--- config.mk ---
export PLATFORM = sky130hd
export DESIGN_NAME = dias_top
export DESIGN_NICKNAME = d
export VERILOG_FILES = /design/src/shared/dias_pkg.sv /design/src/hw/dias_top.sv
export SDC_FILE = /design/constraint.sdc
export NUM_CORES = 2
export LEC_CHECK = 0
export BUFFER_PORTS_ARGS = -buffer_cell sky130_fd_sc_hd__clkbuf_2
export CAP_MARGIN = 5
export CORE_ASPECT_RATIO = 1.75
export CORE_MARGIN = 5
export CORE_UTILIZATION = 35
export DETAILED_ROUTE_END_ITERATION = 8
export MAX_ROUTING_LAYER = met4
export PLACE_DENSITY = 0.48
export SKIP_LAST_GASP = 1
export SLEW_MARGIN = 15
export SYNTH_ARGS = -nofsm -noshare
export SYNTH_HDL_FRONTEND = slang
export SYNTH_SLANG_ARGS = --single-unit
--- constraint.sdc ---
create_clock -name ref_clk -period 7.1 [get_ports ref_clk]
set_input_delay 0.355 -clock ref_clk [delete_from_list [all_inputs] [get_ports ref_clk]]
set_output_delay 0.355 -clock ref_clk [all_outputs]
set_load 0.005 [all_outputs]
--- src/shared/dias_pkg.sv ---
// constants and types for the dual bus register access slave
package dias_pkg;
    localparam logic [7:0] DEV_WR_BYTE    = 8'h68;
    localparam logic [7:0] DEV_RD_BYTE    = 8'h69;
    localparam logic [7:0] REG_TOP        = 8'hbf;
    localparam logic [7:0] WR_TOP         = 8'haf;
    localparam logic [7:0] REG_RST        = 8'h00;
    localparam logic [7:0] PTR_RST        = 8'h00;
    localparam int         CLK_FREQ_KHZ   = 125000;
    localparam int         CONFLICT_NS    = 110;
    localparam int         CONFLICT_CYC   =
        (CONFLICT_NS * CLK_FREQ_KHZ + 999999) / 1000000;
    localparam int         TIMEOUT_MS     = 30;
    localparam int         TIMEOUT_CYC    = TIMEOUT_MS * CLK_FREQ_KHZ;
    localparam int         RECOVER_PULSES = 10;
    localparam int         AGE_W          = 5;
    localparam int         TO_W           = 22;

    typedef enum logic [2:0] {
        ST_IDLE = 3'b000,
        ST_DEV  = 3'b001,
        ST_REG  = 3'b010,
        ST_DATA = 3'b011,
        ST_RD   = 3'b100,
        ST_RACK = 3'b101
    } dias_state_e;
endpackage : dias_pkg

--- src/hw/dias_top.sv ---
// two bus slave engines sharing one register ram
`timescale 1ns/1ps
// Behaviour
// - read: write address, register byte, repeated start, read address, data
// - single-byte write may end with a start instead of stop
// - power engine never answers reads; only the standard engine reads
// - own address acked; allowed register byte loads pointer, else nacked
// - data byte committed at the end of the device ack bit
// - stop or start before ack clock falls abandons the write
// - read starts from the register held in the pointer
// - stop returns to idle; idle ignores everything until a start
// - repeated start acts exactly as a start, interrupting anything
// - any other slave address after start is not acknowledged
// - reserved register byte nacked and pointer left unchanged
// - read-only target: register byte acked, data acked and discarded
// - read pointer increments per acked byte, wraps to zero and stops
// - power bus takes repeated register/data pairs until stop
// - each engine keeps its own pointer; distinct registers never interact
// - read before power write gets old value, after gets new
// - writes apart keep the later; close writes keep the power value
// - clock lines are never held low; conflicts resolved internally
// - ack 0x68 for write and 0x69 for read only
// - data low 30ms resets engine; clock low 30ms flags timeout
// - stuck data line released after 10 host clock pulses
// - engines held in reset during sequencer power-up and sleep

module dias_engine #(
    parameter bit          STD    = 1'b1,
    parameter int unsigned TO_CYC = dias_pkg::TIMEOUT_CYC
) (
    input  wire logic       ref_clk,
    input  wire logic       rst_n,
    input  wire logic       hold,
    input  wire logic       scl_pin,
    input  wire logic       sda_pin,
    input  wire logic [7:0] rd_data,
    output logic            sda_oe_n,
    output logic            scl_timeout,
    output logic [7:0]      ptr,
    output logic            wr_stb,
    output logic [7:0]      wr_addr,
    output logic [7:0]      wr_data
);
    import dias_pkg::*;

    localparam logic [TO_W-1:0] TO_MAX = TO_W'(TO_CYC);
    localparam logic [3:0]      REC_LAST = 4'(RECOVER_PULSES - 1);

    logic              scl_m, scl_s, scl_q;
    logic              sda_m, sda_s, sda_q;
    logic [TO_W-1:0]   scl_lo, sda_lo;
    logic              eng_rst;
    logic              scl_rise, scl_fall, start, stop;
    dias_state_e       state;
    logic [3:0]        cnt;
    logic [7:0]        sh;
    logic              in_ack;
    logic [3:0]        rec;
    logic              rec_done;
    logic              ack;

    always_ff @(posedge ref_clk) begin
        if (!rst_n) begin
            {scl_m, scl_s, scl_q} <= 3'h7;
            {sda_m, sda_s, sda_q} <= 3'h7;
        end else begin
            scl_m <= scl_pin;
            scl_s <= scl_m;
            scl_q <= scl_s;
            sda_m <= sda_pin;
            sda_s <= sda_m;
            sda_q <= sda_s;
        end
    end

    assign scl_rise = scl_s & ~scl_q;
    assign scl_fall = ~scl_s & scl_q;
    assign start    = scl_s & scl_q & sda_q & ~sda_s;
    assign stop     = scl_s & scl_q & ~sda_q & sda_s;

    // low-level watchdogs on both lines
    always_ff @(posedge ref_clk) begin
        if (!rst_n) begin
            scl_lo      <= '0;
            sda_lo      <= '0;
            scl_timeout <= 1'b0;
        end else begin
            scl_lo      <= scl_s ? '0 : (scl_lo == TO_MAX ? scl_lo
                                                          : scl_lo + 1'b1);
            sda_lo      <= sda_s ? '0 : (sda_lo == TO_MAX ? sda_lo
                                                          : sda_lo + 1'b1);
            scl_timeout <= (scl_lo == TO_MAX);
        end
    end

    assign eng_rst = !rst_n || hold || (sda_lo == TO_MAX);

    // counts host clocks while this engine pulls the data line
    always_ff @(posedge ref_clk) begin
        if (eng_rst || sda_oe_n) begin
            rec <= 4'h0;
        end else if (scl_rise) begin
            rec <= rec + 4'h1;
        end
    end
    assign rec_done = !sda_oe_n && scl_rise && (rec == REC_LAST);

    always_comb begin
        unique case (state)
            ST_DEV:  ack = (sh == DEV_WR_BYTE) ||
                           (STD && sh == DEV_RD_BYTE);
            ST_REG:  ack = (sh <= REG_TOP);
            ST_DATA: ack = 1'b1;
            default: ack = 1'b0;
        endcase
    end

    always_ff @(posedge ref_clk) begin
        if (eng_rst) begin
            state    <= ST_IDLE;
            cnt      <= 4'h0;
            sh       <= 8'h00;
            in_ack   <= 1'b0;
            sda_oe_n <= 1'b1;
            ptr      <= PTR_RST;
            wr_stb   <= 1'b0;
            wr_addr  <= 8'h00;
            wr_data  <= 8'h00;
        end else begin
            wr_stb <= 1'b0;
            if (start) begin
                state    <= ST_DEV;
                cnt      <= 4'h0;
                in_ack   <= 1'b0;
                sda_oe_n <= 1'b1;
            end else if (stop) begin
                state    <= ST_IDLE;
                in_ack   <= 1'b0;
                sda_oe_n <= 1'b1;
            end else if (rec_done) begin
                state    <= ST_IDLE;
                in_ack   <= 1'b0;
                sda_oe_n <= 1'b1;
            end else if (state != ST_IDLE && scl_rise) begin
                if (state == ST_RACK) begin
                    if (sda_s) begin
                        state <= ST_IDLE;
                    end else if (ptr == REG_TOP) begin
                        ptr   <= 8'h00;
                        state <= ST_IDLE;
                    end else begin
                        ptr   <= ptr + 8'h01;
                        state <= ST_RD;
                        cnt   <= 4'h8;
                    end
                end else if (state != ST_RD && !in_ack) begin
                    sh  <= {sh[6:0], sda_s};
                    cnt <= cnt + 4'h1;
                end
            end else if (state != ST_IDLE && scl_fall) begin
                if (in_ack) begin
                    in_ack   <= 1'b0;
                    sda_oe_n <= 1'b1;
                    unique case (state)
                        ST_DEV: begin
                            if (sh[0]) begin
                                state    <= ST_RD;
                                sh       <= rd_data;
                                sda_oe_n <= rd_data[7];
                                cnt      <= 4'h0;
                            end else begin
                                state <= ST_REG;
                            end
                        end
                        ST_REG: state <= ST_DATA;
                        ST_DATA: begin
                            wr_stb  <= (ptr <= WR_TOP);
                            wr_addr <= ptr;
                            wr_data <= sh;
                            state   <= STD ? ST_IDLE : ST_REG;
                        end
                        default: state <= ST_IDLE;
                    endcase
                end else if (state == ST_RD) begin
                    if (cnt == 4'h8) begin
                        sh       <= rd_data;
                        sda_oe_n <= rd_data[7];
                        cnt      <= 4'h0;
                    end else if (cnt == 4'h7) begin
                        sda_oe_n <= 1'b1;
                        state    <= ST_RACK;
                    end else begin
                        sda_oe_n <= sh[6];
                        sh       <= {sh[6:0], 1'b0};
                        cnt      <= cnt + 4'h1;
                    end
                end else if (cnt == 4'h8) begin
                    cnt      <= 4'h0;
                    in_ack   <= ack;
                    sda_oe_n <= ~ack;
                    if (state == ST_REG && ack) begin
                        ptr <= sh;
                    end
                    if (!ack) begin
                        state <= ST_IDLE;
                    end
                end
            end
        end
    end
endmodule : dias_engine

module dias_top #(
    parameter int unsigned TIMEOUT_CYCLES = dias_pkg::TIMEOUT_CYC
) (
    input  wire logic ref_clk,
    input  wire logic rst_n,
    input  wire logic seq_power_up,
    input  wire logic seq_sleep,
    input  wire logic std_bus_clock_line,
    input  wire logic std_bus_data_line_in,
    output logic      std_bus_data_line_out,
    output logic      std_bus_data_line_oe_n,
    input  wire logic power_bus_clock_line,
    input  wire logic power_bus_data_line_in,
    output logic      power_bus_data_line_out,
    output logic      power_bus_data_line_oe_n,
    output logic      std_clock_timeout,
    output logic      power_clock_timeout
);
    import dias_pkg::*;

    localparam logic [AGE_W-1:0] CC = AGE_W'(CONFLICT_CYC);

    logic [7:0]       ram [256];
    logic [7:0]       std_ptr, std_addr, std_data, pw_addr, pw_data;
    logic             std_stb, pw_stb, hold;
    logic             pend, std_commit, pw_hit_pend;
    logic [7:0]       pend_addr, pend_data, pw_last;
    logic [AGE_W-1:0] pend_cnt, pw_age;

    assign hold = seq_power_up || seq_sleep;

    // the clock lines are inputs only, so no transfer is ever stretched
    dias_engine #(.STD(1'b1), .TO_CYC(TIMEOUT_CYCLES)) u_std (
        .ref_clk     (ref_clk),
        .rst_n       (rst_n),
        .hold        (hold),
        .scl_pin     (std_bus_clock_line),
        .sda_pin     (std_bus_data_line_in),
        .rd_data     (ram[std_ptr]),
        .sda_oe_n    (std_bus_data_line_oe_n),
        .scl_timeout (std_clock_timeout),
        .ptr         (std_ptr),
        .wr_stb      (std_stb),
        .wr_addr     (std_addr),
        .wr_data     (std_data)
    );

    dias_engine #(.STD(1'b0), .TO_CYC(TIMEOUT_CYCLES)) u_pwr (
        .ref_clk     (ref_clk),
        .rst_n       (rst_n),
        .hold        (hold),
        .scl_pin     (power_bus_clock_line),
        .sda_pin     (power_bus_data_line_in),
        .rd_data     (8'h00),
        .sda_oe_n    (power_bus_data_line_oe_n),
        .scl_timeout (power_clock_timeout),
        .ptr         (),
        .wr_stb      (pw_stb),
        .wr_addr     (pw_addr),
        .wr_data     (pw_data)
    );

    // the pins only ever pull low
    always_ff @(posedge ref_clk) begin
        std_bus_data_line_out   <= 1'b0;
        power_bus_data_line_out <= 1'b0;
    end

    // standard writes wait out the conflict window; a power write to the
    // same register inside that window, before or after, drops them
    assign pw_hit_pend = pw_stb && (pw_addr == pend_addr);
    assign std_commit  = pend && (pend_cnt == '0) && !pw_hit_pend;

    always_ff @(posedge ref_clk) begin
        if (!rst_n) begin
            pend      <= 1'b0;
            pend_cnt  <= '0;
            pend_addr <= 8'h00;
            pend_data <= 8'h00;
            pw_age    <= CC;
            pw_last   <= 8'h00;
        end else begin
            pw_age <= pw_stb ? '0 : (pw_age == CC ? pw_age
                                                   : pw_age + 1'b1);
            if (pw_stb) begin
                pw_last <= pw_addr;
            end
            if (std_stb) begin
                pend      <= !((pw_age < CC) && (pw_last == std_addr)) &&
                             !(pw_stb && (pw_addr == std_addr));
                pend_cnt  <= CC - 1'b1;
                pend_addr <= std_addr;
                pend_data <= std_data;
            end else if (pend) begin
                if (pw_hit_pend || pend_cnt == '0) begin
                    pend <= 1'b0;
                end else begin
                    pend_cnt <= pend_cnt - 1'b1;
                end
            end
        end
    end

    // power write is applied last so it wins any same-cycle collision
    always_ff @(posedge ref_clk) begin
        if (!rst_n) begin
            for (int i = 0; i < 256; i++) begin
                ram[i] <= REG_RST;
            end
        end else begin
            if (std_commit) begin
                ram[pend_addr] <= pend_data;
            end
            if (pw_stb) begin
                ram[pw_addr] <= pw_data;
            end
        end
    end
endmodule : dias_top

==> flow_summary.toml <==
[sta]
hold_ws_ns = 0.113
final.setup.tns_ns = 0
slew_headroom_pct = 10.1
fin_crit_ns = 4.75
timing.final.ws_setup_ns = 2.35
min_period_over_period_pct = 66.8
skew_ns = 0.0637
finalSetupViolCount = 0
tightestPinTransition_ns = 1.35
fmax_ghz = 0.211
maxSlewViolCount = 0
hold_viol = 0
rsz0062_at_grt = "false"

[power]
switching_share_pct = 22.2
p_leak_nw = 40.9
power_per_cell_area_nw_per_um2 = 225
irDropWorstVdd_v = 0.000187
finalPower_mw = 28.1
p_seq_share_pct = 54.0
clock_power_share_pct = 43.3
p_int_mw = 21.8
comb_power_share_pct = 2.7
p_sw_mw = 6.22

[global_routing]
grt_max_degree = 130
grt_overflow_total = 0
antenna_found_initial = 25
grt_pass1_vias = 81200
grt_first_pass_wirelength_um = 657000
grt_use_total_pct = 27.9

[routing]
postRouteWirelength_um = 477000
postRouteAntennaNets = 0
first_pass_iters = 6
drcViolationCount = 0
wl_per_cell_um = 38.1
vias = 81700
vias_per_cell = 6.52
drtIter0Drc = 9584

[setup_path]
crit_path_end_kind = "flip-flop"
crit_required_ns = 7.87
setup.worst_path.class = "flip-flop to flip-flop"
startpoint_type = "flip-flop"
cp_cell_sequence = "buf_4 > mux4_2 > a22oi_1 > a21oi_1 > nor4_1 > nor2_1 > o31ai_1 > a221oi_1"
max_stage_delay_ns = 0.97
cp_max_fo = 39
cp.arrival_ns = 5.52
cpMaxStageDelayCell = "dfxtp_4"

[min_path]
hold_path.class = "input pin to flip-flop"

[die]
placementRows = 277
boundaryPins = 14
die-height_um = 766
core_sq_um = 325000
die_w_um = 442
start_util_pct = 35.1
die-area_sq_um = 339000

[clock_network]
cts_tree = "done"
clk_latency_ns = 0.93
clock_sinks = 2285
htree_levels = 4
cts-root-buf = "clkbuf_16"
clock_path_buffers = 4
clkTransAtPathRegs_ns = 0.07
cts_buffers = 222

[synthesis]
synth_ff_type = "edfxtp_1"
synth-async-reset-ratio_pct = 0
yosysSeqAreaShare_pct = 57.9
synth_edf_count = 2048
syn-cell-area_sq_um = 114000
syn_avg_cell_area_sq_um = 13.3
syn_inst = 8629
ys_warn_count = 0
synth-seq-cells = 2285
ys_types = 78

[placement]
hpwl_um = 308000
io_buffer_count = 11
gp_congestion = 0.950
dpl_worst_slack_ns = 2.33

[layout]
drive_gt1_share_pct = 14.0
synthToLayoutAreaGrowth_pct = 9.26
seq_area_sq_um = 66300
final_core_utilization_pct = 38.4
multi_input_area_sq_um = 43800
nets = 8016
nFillCells = 30600

[job]
drv_cap = 0

[status]
run_status = "finished clean"
## critical path: cells and delay by family (launching register included)
kind,cells,cell delay [ns]
compound gates,4,1.29
buf+inv,1,0.81
flops,1,0.97
mux,1,0.61
simple gates,2,0.81
## kinds of logic (layout without fill, tap and decap cells)
| family | count (synthesis) | in the layout | share of synthesized area (%) |
|---|---|---|---|
| buffers and inverters | 1121 | 654 | 4.09 |
| other | 1 | 41 | 0.00328 |
| XOR/XNOR | 102 | 102 | 0.781 |
| flip-flops | 2285 | 2285 | 57.9 |
| AND/OR/NAND/NOR | 1608 | 1608 | 6.30 |
| multiplexers | 631 | 631 | 11.0 |
| adder cells (fa/ha/maj) | 22 | 22 | 0.241 |
| AO/OA/AOI/OAI | 2859 | 2859 | 19.6 |
## cells in the final DEF (no fill, tap or decap), drive strengths merged, types with 84 or more instances in the layout
cell,count
nor2,542
mux2i,123
edfxtp,2048
nand2,580
nand3,84
mux4,503
o21ai,447
and2,115
clkbuf,302
clkinv,86
a22o,1682
a21oi,165
a22oi,193
buf,189
dfxtp,237
a211o,256
## through the flow
stage | std cells | area [sq um]
finish | 12500 | 125000
global route | 12500 | 125000
CTS | 12500 | 125000
detailed placement | 12100 | 118000
global placement | 12100 | 118000
floorplan | 8630 | 114000
## repair_timing
action,in CTS,in global routing
hold buffers,4,0
setup buffers,0,0
gates resized for setup,0,0
endpoints found under the hold margin,4,0
## registers in the layout, summed over array words and instances, names as in the netlist, 22 cells and up, named ones only
name          flops
u_pwr.sda_lo     22
u_std.sda_lo     22
u_std.scl_lo     22
u_pwr.scl_lo     22
ram            2048
## routing by layer
layer	vias to the layer above	track usage, %	part of all wire (%)
met4	0	21.0	9.1
met1	42900	29.0	33
met2	4367	48.0	51
met3	1246	3.75	6.5
met5	-	-	0
li1	33200	-	-
## area by class of cell
| type | count | share of cell area [%] |
|---|---|---|
| diodes | 39 | 0.0781 |
| clock inverters | 110 | 0.773 |
| well taps | 4324 | 4.33 |
| clock buffers | 291 | 4.88 |
| flip-flops and latches | 2285 | 53.1 |
| multi-input cells | 5224 | 35.1 |
| inverters | 49 | 0.153 |
| repair buffers | 204 | 1.66 |
## cell usage after synthesis (all sizes together) (6+ instances only)
| library cell | n | share of area (%) |
|---|---|---|
| mux2i | 123 | 1.1 |
| nand2 | 580 | 1.9 |
| edfxtp | 2048 | 54 |
| and2 | 115 | 0.63 |
| nand3 | 84 | 0.37 |
| buf | 296 | 1.4 |
| or3 | 26 | 0.14 |
| nor2b | 27 | 0.15 |
| nor4b | 11 | 0.090 |
| nor2 | 542 | 1.8 |
| a31oi | 12 | 0.066 |
| ha | 22 | 0.24 |
| xor2 | 50 | 0.38 |
| dfxtp | 237 | 4.1 |
| and3 | 12 | 0.066 |
| o211ai | 6 | 0.039 |
| clkbuf | 776 | 2.5 |
| nor4 | 33 | 0.19 |
| xnor2 | 52 | 0.40 |
| nand4 | 46 | 0.25 |
| a22oi | 193 | 1.3 |
| a22o | 1682 | 13 |
| o21ai | 447 | 2.0 |
| nor3 | 56 | 0.25 |
| o31ai | 11 | 0.077 |
| mux4 | 503 | 9.9 |
| or2 | 9 | 0.049 |
| nor3b | 6 | 0.044 |
| a211oi | 20 | 0.13 |
| o22ai | 9 | 0.049 |
| a221oi | 18 | 0.14 |
| inv | 48 | 0.16 |
| nand3b | 6 | 0.039 |
| nand2b | 38 | 0.21 |
| a211o | 256 | 2.0 |
| a21oi | 165 | 0.72 |
## final timing paths
kind	start	endpoint	slack [ns]	cells after the start
setup / recovery	flip-flop	u_std.sh[5]$_SDFFE_PP0P_	2.35	8
hold reg to reg	u_pwr.sda_m$_SDFF_PN1_	u_pwr.sda_s$_SDFF_PN1_	0.42	1
setup reg to reg	flip-flop	u_std.sh[5]$_SDFFE_PP0P_	2.35	8
hold / removal	rst_n	u_std.scl_m$_SDFF_PN1_	0.11	3
## power groups by stage
stage | Sequential (mW) | Clock (mW) | Combinational, mW
after floorplan | 15.4 | 0 | 0.477
after CTS | 15.1 | 12.3 | 0.767
after global routing | 15.2 | 12.7 | 0.795
after global placement | 15.4 | 0 | 0.753
final | 15.1 | 12.2 | 0.764
after detailed placement | 15.4 | 0 | 0.761
(Power assumes the default switching activity.)
